$ cat config.mk
export PLATFORM = sky130hd
export DESIGN_NAME = bsp_pin_mux
export DESIGN_NICKNAME = d
export VERILOG_FILES = /design/src/hdl/bsp_pkg.sv /design/src/hdl/bsp_sync.sv /design/src/hdl/bsp_pin_mux.sv
export SDC_FILE = /design/constraint.sdc
export NUM_CORES = 1
export LEC_CHECK = 0
export ABC_AREA = 1
export BUFFER_PORTS_ARGS = -buffer_cell sky130_fd_sc_hd__clkbuf_2
export CAP_MARGIN = 10
export CORE_ASPECT_RATIO = 1.1
export CORE_MARGIN = 2
export CORE_UTILIZATION = 48
export DETAILED_ROUTE_END_ITERATION = 8
export PLACE_DENSITY = 0.84
export SYNTH_ARGS = -nofsm -noshare
export SYNTH_HDL_FRONTEND = slang
export SYNTH_SLANG_ARGS = --single-unit
$ cat constraint.sdc
create_clock -name MCLK_I -period 2.22 [get_ports MCLK_I]
set_input_delay 0.333 -clock MCLK_I [delete_from_list [all_inputs] [get_ports MCLK_I]]
set_output_delay 0.333 -clock MCLK_I [all_outputs]
set_load 0.01 [all_outputs]
$ cat src/hdl/bsp_pkg.sv
package bsp_pkg;

   // operating mode strap codes on the three select pins
   localparam logic [2:0] MODE_SINGLE_CHIP = 3'h3;
   localparam logic [2:0] MODE_EXT_BUS8 = 3'h1;

   // bit positions on port 5
   localparam int P5_BUS_CLK = 0;
   localparam int P5_READY = 1;
   localparam int P5_HOLD_GRANT = 2;
   localparam int P5_HOLD_REQ = 3;
   localparam int P5_UPPER_WR = 4;
   localparam int P5_LOWER_WR = 5;
   localparam int P5_READ_STB = 6;
   localparam int P5_RAM_WR_BLOCK = 7;

   // bit positions on port 7 and port 8
   localparam int P7_SER1_CLK = 0;
   localparam int P7_SER1_RX = 1;
   localparam int P7_SER1_TX = 2;
   localparam int P7_SER0_CLK = 3;
   localparam int P7_SER0_RX = 4;
   localparam int P7_SER0_TX = 5;
   localparam int P8_TRIG = 2;

   // values after reset and while a function is idle
   localparam logic [7:0] PORT_RST = 8'h00;
   localparam logic READY_IDLE = 1'h1;
   localparam logic RX_IDLE = 1'h1;
   localparam logic CTS_IDLE = 1'h0;

   // one port: data latch and direction (1 = output)
   typedef struct packed {
      logic [7:0] data;
      logic [7:0] dir;
   } bsp_port_s;

   typedef struct packed {
      logic ext_bus;
      logic bus16;
   } bsp_mode_s;

   // per-function enables from the peripheral control registers
   typedef struct packed {
      logic clk_out_en;
      logic ready_en;
      logic hold_en;
      logic upper_wr_en;
      logic lower_wr_en;
      logic s0_clk_out_en;
      logic s0_ext_clk;
      logic s0_tx_en;
      logic s0_rx_en;
      logic s0_cts_en;
      logic s1_clk_out_en;
      logic s1_ext_clk;
      logic s1_tx_en;
      logic s1_rx_en;
      logic [3:0] irq_en;
      logic trig_en;
   } bsp_func_en_s;

   // outgoing peripheral signals that may own a pin
   typedef struct packed {
      logic bus_clk;
      logic hold_grant;
      logic upper_wr;
      logic lower_wr;
      logic read_stb;
      logic s0_clk;
      logic s0_tx;
      logic s1_clk;
      logic s1_tx;
   } bsp_per_out_s;

   // incoming pin functions handed to the peripherals
   typedef struct packed {
      logic ready;
      logic hold_req;
      logic ram_wr_block;
      logic s0_cts;
      logic s0_rx;
      logic s0_ext_clk;
      logic s1_rx;
      logic s1_ext_clk;
      logic [3:0] irq;
      logic trig;
   } bsp_per_in_s;

   function automatic bsp_mode_s bsp_decode_mode(input logic [2:0] sel);
      bsp_mode_s m;
      m.ext_bus = (sel != MODE_SINGLE_CHIP);
      m.bus16 = (sel != MODE_SINGLE_CHIP) && (sel != MODE_EXT_BUS8);
      return m;
   endfunction

endpackage

$ cat src/hdl/bsp_sync.sv
`timescale 1ns/10ps
module bsp_sync #(
   parameter int W = 1
) (
   // clock and reset
   input wire logic clk_i,
   input wire logic rst_n_i,
   // asynchronous in, synchronised out
   input wire logic [W-1:0] d_i,
   output logic [W-1:0] q_o
);
   logic [W-1:0] meta_q;

   // first stage feeds only the second
   always_ff @(posedge clk_i) begin
      if (!rst_n_i) begin
         meta_q <= '0;
         q_o <= '0;
      end else begin
         meta_q <= d_i;
         q_o <= meta_q;
      end
   end
endmodule

$ cat src/hdl/bsp_pin_mux.sv
`timescale 1ns/10ps
//Contract
// bus clock on port5_bit0 in external mode; code drives it only when clk_out_en is also set
// ready from port5_bit1 only when enabled
// hold grant on port5_bit2 when hold enabled
// hold request sampled from port5_bit3
// upper write strobe only in 16-bit mode
// lower write strobe when enabled, external mode
// read strobe on port5_bit6 in external mode
// port5_bit7 port bit, watched as write block
// port6 open-drain port or analog input
// serial1 clock out or external clock in
// serial1 transmit data when enabled
// serial0 clock out or external clock in
// serial0 transmit data when enabled
// receive data read, pins stay port bits
// port5_bit4 serves as serial0 clear-to-send
// four external interrupts sampled when enabled
// converter trigger taken from port8_bit2
// board ties mode select pins high/low
// enabled function owns the output driver
module bsp_pin_mux (
   // clock and reset
   input wire logic MCLK_I,
   input wire logic RST_N_I,
   // mode select straps
   input wire logic OPMODE_SELECT_A_I,
   input wire logic OPMODE_SELECT_B_I,
   input wire logic OPMODE_SELECT_C_I,
   // port latches and function enables
   input wire bsp_pkg::bsp_port_s PORT5_CTL_I,
   input wire bsp_pkg::bsp_port_s PORT6_CTL_I,
   input wire bsp_pkg::bsp_port_s PORT7_CTL_I,
   input wire bsp_pkg::bsp_port_s PORT8_CTL_I,
   input wire logic [7:0] ANALOG_EN_I,
   input wire bsp_pkg::bsp_func_en_s FUNC_EN_I,
   // peripheral side
   input wire bsp_pkg::bsp_per_out_s PER_OUT_I,
   output bsp_pkg::bsp_per_in_s PER_IN_O,
   output logic [7:0] ANALOG_SEL_O,
   output logic EXT_BUS_MODE_O,
   output logic BUS16_MODE_O,
   // port read-back
   output logic [7:0] PORT5_IN_O,
   output logic [7:0] PORT6_IN_O,
   output logic [5:0] PORT7_IN_O,
   output logic [2:0] PORT8_IN_O,
   // pins
   input wire logic [7:0] PORT5_I,
   output logic [7:0] PORT5_O,
   output logic [7:0] PORT5_OE_O,
   input wire logic [7:0] PORT6_I,
   output logic [7:0] PORT6_O,
   output logic [7:0] PORT6_OE_O,
   input wire logic [5:0] PORT7_I,
   output logic [5:0] PORT7_O,
   output logic [5:0] PORT7_OE_O,
   input wire logic [2:0] PORT8_I,
   output logic [2:0] PORT8_O,
   output logic [2:0] PORT8_OE_O
);
   // {oe, o}: a function wins, an input-only function floats, else the port latch
   function automatic logic [1:0] pin_drive(input logic sel, input logic fval, input logic in_only,
                                            input logic dir, input logic data);
      logic [1:0] r;
      r = {dir, data};
      if (sel) begin
         r = {1'h1, fval};
      end else if (in_only) begin
         r = 2'h0;
      end
      return r;
   endfunction

   logic [27:0] pin_raw;
   logic [27:0] pin_s;
   logic [7:0] p5_s;
   logic [7:0] p6_s;
   logic [5:0] p7_s;
   logic [2:0] p8_s;
   logic [2:0] mode_s;
   bsp_pkg::bsp_mode_s mode_q;
   bsp_pkg::bsp_mode_s mode_d;
   bsp_pkg::bsp_func_en_s en;
   bsp_pkg::bsp_per_out_s po;
   bsp_pkg::bsp_per_in_s per_in_d;

   // pins arrive from outside the clock domain
   assign pin_raw = {OPMODE_SELECT_C_I, OPMODE_SELECT_B_I, OPMODE_SELECT_A_I,
                     PORT8_I, PORT7_I, PORT6_I, PORT5_I};

   bsp_sync #(.W(28)) u_sync (
      .clk_i(MCLK_I),
      .rst_n_i(RST_N_I),
      .d_i(pin_raw),
      .q_o(pin_s)
   );

   assign p5_s = pin_s[7:0];
   assign p6_s = pin_s[15:8];
   assign p7_s = pin_s[21:16];
   assign p8_s = pin_s[24:22];
   assign mode_s = pin_s[27:25];
   assign en = FUNC_EN_I;
   assign po = PER_OUT_I;

   // straps are static, so following them after release is safe
   assign mode_d = bsp_pkg::bsp_decode_mode(mode_s);

   // ---------------- port 5 ----------------
   logic [7:0] p5_sel;
   logic [7:0] p5_val;
   logic [7:0] p5_in_only;
   logic [7:0] p5_o_d;
   logic [7:0] p5_oe_d;
   logic ready_act;
   logic hold_act;

   assign ready_act = mode_q.ext_bus && en.ready_en;
   assign hold_act = mode_q.ext_bus && en.hold_en;

   // bus clock select
   assign p5_sel[bsp_pkg::P5_BUS_CLK] = mode_q.ext_bus && en.clk_out_en;
   assign p5_val[bsp_pkg::P5_BUS_CLK] = po.bus_clk;
   // ready pin becomes input
   assign p5_sel[bsp_pkg::P5_READY] = 1'h0;
   assign p5_val[bsp_pkg::P5_READY] = 1'h0;
   // hold grant select
   assign p5_sel[bsp_pkg::P5_HOLD_GRANT] = hold_act;
   assign p5_val[bsp_pkg::P5_HOLD_GRANT] = po.hold_grant;
   // hold request pin input
   assign p5_sel[bsp_pkg::P5_HOLD_REQ] = 1'h0;
   assign p5_val[bsp_pkg::P5_HOLD_REQ] = 1'h0;
   // upper strobe needs 16-bit bus
   assign p5_sel[bsp_pkg::P5_UPPER_WR] = mode_q.ext_bus && mode_q.bus16 && en.upper_wr_en;
   assign p5_val[bsp_pkg::P5_UPPER_WR] = po.upper_wr;
   // lower strobe select
   assign p5_sel[bsp_pkg::P5_LOWER_WR] = mode_q.ext_bus && en.lower_wr_en;
   assign p5_val[bsp_pkg::P5_LOWER_WR] = po.lower_wr;
   // read strobe in any external mode
   assign p5_sel[bsp_pkg::P5_READ_STB] = mode_q.ext_bus;
   assign p5_val[bsp_pkg::P5_READ_STB] = po.read_stb;
   // write-block pin never loses its port
   assign p5_sel[bsp_pkg::P5_RAM_WR_BLOCK] = 1'h0;
   assign p5_val[bsp_pkg::P5_RAM_WR_BLOCK] = 1'h0;

   // dedicated inputs float the driver; shared inputs leave it to software
   assign p5_in_only = {4'h0, hold_act, 1'h0, ready_act, 1'h0};

   // ---------------- port 7 ----------------
   logic [5:0] p7_sel;
   logic [5:0] p7_val;
   logic [5:0] p7_o_d;
   logic [5:0] p7_oe_d;

   // serial1 clock out
   assign p7_sel[bsp_pkg::P7_SER1_CLK] = en.s1_clk_out_en;
   assign p7_val[bsp_pkg::P7_SER1_CLK] = po.s1_clk;
   // receive pins keep the port
   assign p7_sel[bsp_pkg::P7_SER1_RX] = 1'h0;
   assign p7_val[bsp_pkg::P7_SER1_RX] = 1'h0;
   // serial1 transmit
   assign p7_sel[bsp_pkg::P7_SER1_TX] = en.s1_tx_en;
   assign p7_val[bsp_pkg::P7_SER1_TX] = po.s1_tx;
   // serial0 clock out
   assign p7_sel[bsp_pkg::P7_SER0_CLK] = en.s0_clk_out_en;
   assign p7_val[bsp_pkg::P7_SER0_CLK] = po.s0_clk;
   assign p7_sel[bsp_pkg::P7_SER0_RX] = 1'h0;
   assign p7_val[bsp_pkg::P7_SER0_RX] = 1'h0;
   // serial0 transmit
   assign p7_sel[bsp_pkg::P7_SER0_TX] = en.s0_tx_en;
   assign p7_val[bsp_pkg::P7_SER0_TX] = po.s0_tx;

   // enabled function takes the driver
   genvar gi;
   generate
      for (gi = 0; gi < 8; gi++) begin : g_p5
         assign {p5_oe_d[gi], p5_o_d[gi]} = pin_drive(p5_sel[gi], p5_val[gi], p5_in_only[gi],
                                                      PORT5_CTL_I.dir[gi], PORT5_CTL_I.data[gi]);
      end
      for (gi = 0; gi < 6; gi++) begin : g_p7
         assign {p7_oe_d[gi], p7_o_d[gi]} = pin_drive(p7_sel[gi], p7_val[gi], 1'h0,
                                                      PORT7_CTL_I.dir[gi], PORT7_CTL_I.data[gi]);
      end
   endgenerate

   // ---------------- port 6 ----------------
   logic [7:0] p6_oe_d;
   logic [7:0] p6_in_d;
   // open drain pulls low only; analog select floats the pin
   assign p6_oe_d = ~ANALOG_EN_I & PORT6_CTL_I.dir[7:0] & ~PORT6_CTL_I.data[7:0];
   // analog bits read as zero so the digital reader sees no half-level noise
   assign p6_in_d = p6_s & ~ANALOG_EN_I;

   // ---------------- inputs to peripherals ----------------
   // ready held active when the function is unused
   assign per_in_d.ready = ready_act ? p5_s[bsp_pkg::P5_READY] : bsp_pkg::READY_IDLE;
   // hold request sampled only while hold is active, else held low
   assign per_in_d.hold_req = hold_act && p5_s[bsp_pkg::P5_HOLD_REQ];
   // write block watched always
   assign per_in_d.ram_wr_block = p5_s[bsp_pkg::P5_RAM_WR_BLOCK];
   // clear-to-send from the shared strobe pin
   assign per_in_d.s0_cts = en.s0_cts_en ? p5_s[bsp_pkg::P5_UPPER_WR] : bsp_pkg::CTS_IDLE;
   // receive data taken during reception
   assign per_in_d.s0_rx = en.s0_rx_en ? p7_s[bsp_pkg::P7_SER0_RX] : bsp_pkg::RX_IDLE;
   assign per_in_d.s1_rx = en.s1_rx_en ? p7_s[bsp_pkg::P7_SER1_RX] : bsp_pkg::RX_IDLE;
   // external clock needs an input pin
   assign per_in_d.s0_ext_clk = en.s0_ext_clk && !en.s0_clk_out_en && !PORT7_CTL_I.dir[bsp_pkg::P7_SER0_CLK]
                                && p7_s[bsp_pkg::P7_SER0_CLK];
   // external clock needs an input pin
   assign per_in_d.s1_ext_clk = en.s1_ext_clk && !en.s1_clk_out_en && !PORT7_CTL_I.dir[bsp_pkg::P7_SER1_CLK]
                                && p7_s[bsp_pkg::P7_SER1_CLK];
   // interrupt sources gated by their enables
   assign per_in_d.irq = en.irq_en & {p5_s[bsp_pkg::P5_UPPER_WR], p8_s};
   // converter trigger
   assign per_in_d.trig = en.trig_en && p8_s[bsp_pkg::P8_TRIG];

   // registered pin drive costs one cycle but keeps pads glitch free
   always_ff @(posedge MCLK_I) begin
      if (!RST_N_I) begin
         mode_q <= '0;
         PORT5_O <= bsp_pkg::PORT_RST;
         PORT5_OE_O <= bsp_pkg::PORT_RST;
         PORT6_OE_O <= bsp_pkg::PORT_RST;
         PORT7_O <= bsp_pkg::PORT_RST[5:0];
         PORT7_OE_O <= bsp_pkg::PORT_RST[5:0];
         PORT8_O <= bsp_pkg::PORT_RST[2:0];
         PORT8_OE_O <= bsp_pkg::PORT_RST[2:0];
      end else begin
         mode_q <= mode_d;
         PORT5_O <= p5_o_d;
         PORT5_OE_O <= p5_oe_d;
         PORT6_OE_O <= p6_oe_d;
         PORT7_O <= p7_o_d;
         PORT7_OE_O <= p7_oe_d;
         PORT8_O <= PORT8_CTL_I.data[2:0];
         PORT8_OE_O <= PORT8_CTL_I.dir[2:0];
      end
   end

   always_ff @(posedge MCLK_I) begin
      if (!RST_N_I) begin
         PER_IN_O <= '0;
         ANALOG_SEL_O <= 8'h00;
         PORT5_IN_O <= 8'h00;
         PORT6_IN_O <= 8'h00;
         PORT7_IN_O <= 6'h00;
         PORT8_IN_O <= 3'h0;
      end else begin
         PER_IN_O <= per_in_d;
         ANALOG_SEL_O <= ANALOG_EN_I;
         PORT5_IN_O <= p5_s;
         PORT6_IN_O <= p6_in_d;
         PORT7_IN_O <= p7_s;
         PORT8_IN_O <= p8_s;
      end
   end

   // open-drain data is always low
   assign PORT6_O = 8'h00;
   assign EXT_BUS_MODE_O = mode_q.ext_bus;
   assign BUS16_MODE_O = mode_q.bus16;
endmodule

Yosys cells after proc, flatten, opt, wreduce, memory -nomap -nowiden. Index checks and enable logic that the tools add are counted.

Word-level logic and storage cells: 73. Bits in registers: 146. Output and inout bits: 98. Input bits: 130.

Reductions and logical operators: 22. Bitwise logic cells: 7. Eq/ne operators: 2. Multiplexer cells: 12.

Operator list (count): AND 8 bit (3); two-way mux 2 bit (9); NOT 8 bit (2); logical AND 1 bit (15); AND 4 bit (1); logical NOT 1 bit (4); OR reduction 2 bit (2); two-way mux 1 bit (3); inequality test 3 x 1 -> 1 bit, second input constant (1); inequality test 3 x 2 -> 1 bit, second input constant (1); AND reduction 2 bit (1); NOT 1 bit (1).

Depth between registers and ports, before layout. Gate-level depths: netlist (run 1).

Depth in word-level cells: 4. Depth in mapped cells: 5. Depth with buffers taken out: 4.

By module. From an unflattened synthesis (run 1), not the netlist that was laid out.

Cells, all modules: 474. Area, all modules: 4280.4 um2.

Modules (own cells, without submodules): bsp_pin_mux (sequential area each 1781.7 um2, cells an instance 300, area each 2681.3 um2, instances 1); bsp_sync (sequential area each 1121.1 um2, cells an instance 174, area each 1599.0 um2, instances 1).

Worst setup path after synthesis (run 1). Ideal clock, no wire load.

Kind: register -> register. Start point: reg mode_q (netlist bit EXT_BUS_MODE_O). End point: reg PORT5_O[2]. Data required time: 2104 ps. Period minus slack after synthesis: 931 ps. Slack: 1289 ps. Setup time: 116 ps. Stages on the path, launching flop included: 5. Path buffers: 1. Arrival time: 815 ps. Cell sequence: dfxtp_1 -> clkbuf_2 -> nand2_1 -> o21ai_0 -> nor2_1.

Word-level cells in the longest chain between the ends: 2.

Ends and longest elaborated chain: start, declared (RTL line bsp_pin_mux.sv:82) `bsp_pkg::bsp_mode_s mode_q;`; start signal, assigned (RTL line bsp_pin_mux.sv:230) `mode_q <= mode_d;`; logical AND 1 bit (RTL line bsp_pin_mux.sv:120) `assign hold_act = mode_q.ext_bus && en.hold_en;`; two-way mux 2 bit (RTL line bsp_pin_mux.sv:67) `if (sel) begin`; end signal, assigned (RTL line bsp_pin_mux.sv:222) `PORT5_O <= bsp_pkg::PORT_RST;`; end signal, assigned (RTL line bsp_pin_mux.sv:231) `PORT5_O <= p5_o_d;`; end, declared (RTL line bsp_pin_mux.sv:50) `output logic [7:0] PORT5_O,`.

Every way passes these cells. A chain may end at the register's enable or synchronous reset.

Worst setup path after layout (run 1).
Start point: reg mode_q (netlist bit EXT_BUS_MODE_O). End point: out EXT_BUS_MODE_O.

RTL lines: end, declared (RTL line bsp_pin_mux.sv:41) `output logic EXT_BUS_MODE_O,`.

No word-level cell between the ends.

==> results.cfg, run 1 <==
[cts]
clkTransAtPathRegs_ns = 0.06
cts_buffer_depth = 2
cts.sinks = 145
clk_latency_ns = 0.51
cts-root-buf = clkbuf_8
cts_resized = 0
htreeDepth = 4
cts_inserted_buffers = 17
cts_tree = done

[route]
vias_per_cell = 4.20
drt-wirelength-per-cell_um = 12.3
drtIter0Drc = 119
vias = 3612
first_pass_iters = 4
drc = 0
postRouteAntennaNets = 0
totalWireLength_um = 10600

[power]
switching_share = 0.216
switchingPower_mw = 1.32
comb_power_share = 0.074
peakVddDrop_mv = 0.481
pwr-share-clk = 0.472
p_leak_nw = 3.85
p_int_mw = 4.76
p_seq_frac = 0.453
power_density_nw_per_um2 = 939

[floorplan]
die_w_um = 95.1
fp.dieH_um = 104
io_pins = 228
floorplan.initialDensity = 0.494
rows = 36
die_area_um2 = 9910
core_um2 = 8870

[timing]
finalCriticalPeriod_ns = 1.55
setup_viol = 0
worst_slack_ns = 0.669
setup_tns_ns = 0
max_clock_freq_mhz = 645
report.final.slew_viol_count = 0
skew_ns = 0.00596
finalHoldViolCount = 0
period_share = 0.698
grt_setup_unrepaired = no

[yosys]
synth_top_area_frac = 0.662
ys_types = 19
ys_warn_count = 0
synth_cells = 475
synth_area_um2 = 4380
synth-seq-cells = 145
yosys.area.top_type = dfxtp_1
avgSynthCellArea_um2 = 9.22
synth_area_leaders = dfxtp_1, inv_1, nand2_1
ys_seq_area_frac = 0.662

[cells_and_area]
fin_cells = 861
finalNetCount = 865
area_growth_pct = 47.7
final_area_um2 = 6470
fillers = 610
fin_util = 0.730
layout-drive-gt1-share = 0.336
num_antenna_cells = 0

[place]
dpl_cell_area_um2 = 5350
port_buffers = 205
globalplace.congestion = 0.785
dpl.hpwl_um = 6570
dp_slack_ns = 0.801
place_inst = 778

[setup_path]
r2r-start = EXT_BUS_MODE_O
rr_endpoint = PORT5_O[2]
worst_path_max_delay_cell = dfxtp_1
required_ns = 1.89
path_cells = clkbuf_2
critPathBufInv = 1
worstSetupPathType = register to primary output
max_stage_delay_ns = 0.51
cpLargestDelayFamily = flip-flops
rr_worst_depth = 3
rrSetupSlack_ns = 1.10
critPathArrivalTime_ns = 1.22
crit_fanout = 9
cp-start-kind = register
end_kind = primary output

[global_routing]
grt_pass1_vias = 3595
grt_overflow = 0
grt.total_usage = 0.217
grt_start_max_net_pins = 57
grt_pass1_wl_um = 16200
grt_antenna_before_repair = 0

[status]
outcome = finished, final reports clean

[min_path]
holdPathStages = 3
worstHoldStart = PORT6_I[4]
min_path_type = input pin to register
min_to = u_sync.meta_q[12]

[job]
maxCapViolCount = 0
==> cells by family (layout without fill, tap and decap cells) <==
logic type             Yosys count  in the layout  synth area share
flip-flops                     145            145             0.662
other                            1              8          0.000856
AND/OR/NAND/NOR                173            173             0.160
buffers and inverters          138            403             0.156
AO/OA/AOI/OAI                   18             18            0.0208
==> power groups by stage <==
stage                     Combinational [mW]  Sequential (mW)  Clock (mW)
after global placement                 0.358             2.81           0
after floorplan                        0.169             2.84           0
after detailed placement               0.372             2.81           0
after global routing                   0.500             2.76        3.06
final                                  0.451             2.76        2.87
after CTS                              0.445             2.75        2.91
==> cell usage after synthesis <==
library cell / n
dfxtp_1: 145
inv_1: 113
nand2_1: 112
nor2_1: 36
buf_4: 10
o21ai_0: 10
nor3_1: 8
a21oi_1: 7
buf_6: 7
nand2_2: 7
nor2_2: 7
clkbuf_8: 4
and3_1: 2
buf_12: 2
a31oi_1: 1
buf_2: 1
clkbuf_2: 1
conb_1: 1
nand3_1: 1
==> worst min-delay path: cells and delay by family <==
| kind | cells | cell delay, ns |
|---|---|---|
| AND/OR/NAND/NOR | 1 | 0.04 |
| buffers and inverters | 2 | 0.13 |
==> final cells by class <==
type | count | area, um2 | area share
clock buffer | 18 | 418 | 0.0646
clock inverter | 13 | 188 | 0.0290
inverter | 113 | 424 | 0.0655
multi-input combinational | 199 | 822 | 0.127
sequential | 145 | 2900 | 0.448
tap | 114 | 143 | 0.0220
timing repair buffer | 259 | 1580 | 0.244
==> routing by layer <==
layer | vias up | share of wire | track usage
li1 | 1846 | - | -
met1 | 1605 | 0.36 | 0.196
met2 | 141 | 0.56 | 0.416
met3 | 20 | 0.059 | 0.0812
met4 | 0 | 0.021 | 0.0901
met5 | - | 0 | 0
==> layout by cell type, fill, tap and decap left out, drive strengths merged <==
cell         count
and3             2
clkinv           2
a21oi            7
clkinvlp         6
buf              3
nand2          119
dfxtp          145
dlygate4sd3     52
inv            114
clkbuf         222
conb             8
a31oi            1
nor3             8
nor2            43
nand3            1
o21ai           10
bufinv           4
==> state kept, by name (all words and copies together), names as in the netlist, 3 cells and up <==
register	count
PORT8_IN_O	3
PORT5_OE_O	8
ANALOG_SEL_O	8
u_sync.meta_q	28
PORT6_OE_O	8
PORT8_OE_O	3
PORT8_O	3
PORT5_IN_O	7
PORT5_O	8
PER_IN_O	13
PORT7_IN_O	6
PORT6_IN_O	8
PORT7_O	6
PORT7_OE_O	6
u_sync.q_o	28
==> stage by stage <==
step,hold WS (ns),total power [mW]
floorplan,0.390,3.01
CTS,0.0000372,6.11
finish,0.0223,6.08
global placement,0.392,3.16
global route,0.000346,6.32
detailed placement,0.395,3.18
==> worst max-delay path by stage <==
| stage | startpoint | end | cells after the start |
|---|---|---|---|
| after global routing | EXT_BUS_MODE_O | EXT_BUS_MODE_O | 1 |
| after CTS | EXT_BUS_MODE_O | EXT_BUS_MODE_O | 1 |
| final | EXT_BUS_MODE_O | EXT_BUS_MODE_O | 1 |
| after global placement | RST_N_I | PER_IN_O[5] | 4 |
| after detailed placement | RST_N_I | PORT6_OE_O[2] | 4 |
| after floorplan | EXT_BUS_MODE_O | PORT5_O[2] | 4 |
==> what timing repair did <==
item | in CTS | in global routing
setup buffers | 0 | 0
endpoints found under the hold margin | 49 | 1
hold buffers | 51 | 1
Note: power is estimated with default switching activity, not from simulation.
==> run 2, diff against run 1 <==
CORE_UTILIZATION = 40   (was 48)
PLACE_DENSITY = 0.75   (was 0.84)
clock period = 1.37 ns   (was 2.22 ns; I/O delays follow)
==> run 2 against run 1 <==
Effect of this change:
- clock skew is essentially flat
- highest routed layer unchanged
- utilization is 9.9 points lower
- sequential power up 62%
- combinational power grew 73%
- wire length shrank 4.8%
- clock-buffer cell count is 1 higher
- clock power is 71% higher
==> results.cfg, run 2 (synthesis results as in run 1) <==
[min_path]
min_path_type = input pin to register

[cells_and_area]
area_growth_pct = 55.6
fin_cells = 920
final_cell_mix = clkbuf_2, dfxtp_1, inv_1
final_common_cell = clkbuf_2
finalNetCount = 891
num_antenna_cells = 0
reg_top3 = u_sync.meta_q (28), u_sync.q_o (28), PER_IN_O (13)
layout-drive-gt1-share = 0.329

[cts]
cts_buffer_depth = 2
cts.sinks = 145
htreeDepth = 4
clk_latency_ns = 0.40
clkTransAtPathRegs_ns = 0.06
cts_inserted_buffers = 17
cts_tree = done
cts-root-buf = clkbuf_16

[setup_path]
required_ns = 1.71
max_stage_delay_ns = 0.59
crit_fanout = 3
end_kind = register
cp-start-kind = input pin
path_cells = dlygate4sd3_1 -> clkbuf_2 -> nor3_1 -> dlygate4sd3_1
critPathMostFrequentCell = dlygate4sd3_1
worstSetupPathType = input pin to register
worst_path_max_delay_cell = dlygate4sd3_1
critPathArrivalTime_ns = 1.71

[global_routing]
grt_overflow = 0
grt_antenna_before_repair = 0
grt_start_max_net_pins = 66
grt.total_usage = 0.176
grt_pass1_wl_um = 16400
grt_pass1_vias = 3587

[timing]
report.final.slew_viol_count = 0
finalCriticalPeriod_ns = 1.37
period_share = 0.999
setup_viol = 0
max_clock_freq_mhz = 731
grt_setup_unrepaired = no
finalHoldViolCount = 0
setup_tns_ns = 0
skew_ns = 0.00594

[power]
p_leak_nw = 4.00
power_density_nw_per_um2 = 1490
peakVddDrop_mv = 0.720

[route]
drtIter0Drc = 150
postRouteAntennaNets = 0
first_pass_iters = 4
drt-wirelength-per-cell_um = 11.0
drc = 0
vias_per_cell = 3.94
totalWireLength_um = 10100
vias = 3627

[floorplan]
die_area_um2 = 11800
io_pins = 228
die_w_um = 104
core_um2 = 10800
floorplan.initialDensity = 0.405
fp.dieH_um = 114
rows = 40

[place]
globalplace.congestion = 0.724
port_buffers = 205
place_inst = 813
dpl.hpwl_um = 6030

[job]
maxCapViolCount = 0

[status]
outcome = finished, final reports clean
-- run 2: changes by cell type in the layout (fill, tap and decap cells not counted), moves of 2 or more --
cell and change:
buf_4 +2, clkinv_4 +2, clkinvlp_4 -3, dlygate4sd3_1 +24
-- run 2: cell type report --
class | count | area, um2
clock inverter | 12 | 208
sequential | 145 | 2900
inverter | 113 | 424
timing repair buffer | 285 | 1830
fill | 883 | 3990
clock buffer | 19 | 433
multi-input combinational | 199 | 833
tap | 147 | 184
-- run 2: path summary, 6_finish.rpt --
kind,slack (ns),depth (start not counted),endpoint,from
worst min register to register,0.40,2,u_sync.q_o[16],u_sync.meta_q[16]
worst max register to register,0.48,5,PORT5_O[4],EXT_BUS_MODE_O
worst min-delay path,0.01,2,PORT7_O[3],FUNC_EN_I[13]
worst max-delay path,0.001,4,PORT6_OE_O[5],ANALOG_EN_I[5]
-- run 2: what timing repair did --
action,in CTS,in global routing
setup buffers,0,0
setup endpoints to repair,1,1
gates resized for setup,1,2
endpoints found under the hold margin,69,0
hold buffers,77,0
-- run 2: metal layers --
layer | GRT usage | wire (um)
met1 | 0.172 | 3860
met2 | 0.338 | 5490
met3 | 0.0606 | 591
met4 | 0.0784 | 144
met5 | 0 | 0
-- run 2: critical path, delay by kind of cell --
family        cells  cell delay, ns
buf+inv           3            1.27
simple gates      1            0.23
-- run 2: power breakdown --
group          total, mW  switching (mW)  internal [mW]
clock network       4.92            1.69           3.23
registers           4.46          0.0544           4.41
logic              0.779           0.372          0.407
-- run 2: metrics by stage --
stage / hold WS, ns / worst slack (ns) / cell area (um2) / power [mW] / utilization
CTS: 0.00000369 / 0.0775 / 6820 / 10.3 / 0.631
detailed placement: 0.371 / 0.358 / 5400 / 5.15 / 0.500
floorplan: 0.272 / 0.439 / 4410 / 4.88 / -
global placement: 0.367 / 0.407 / 5400 / 5.13 / 0.500
finish: 0.0140 / 0.00115 / 6820 / 10.2 / 0.631
global route: 0.0106 / 0.0112 / 6820 / 10.6 / 0.631
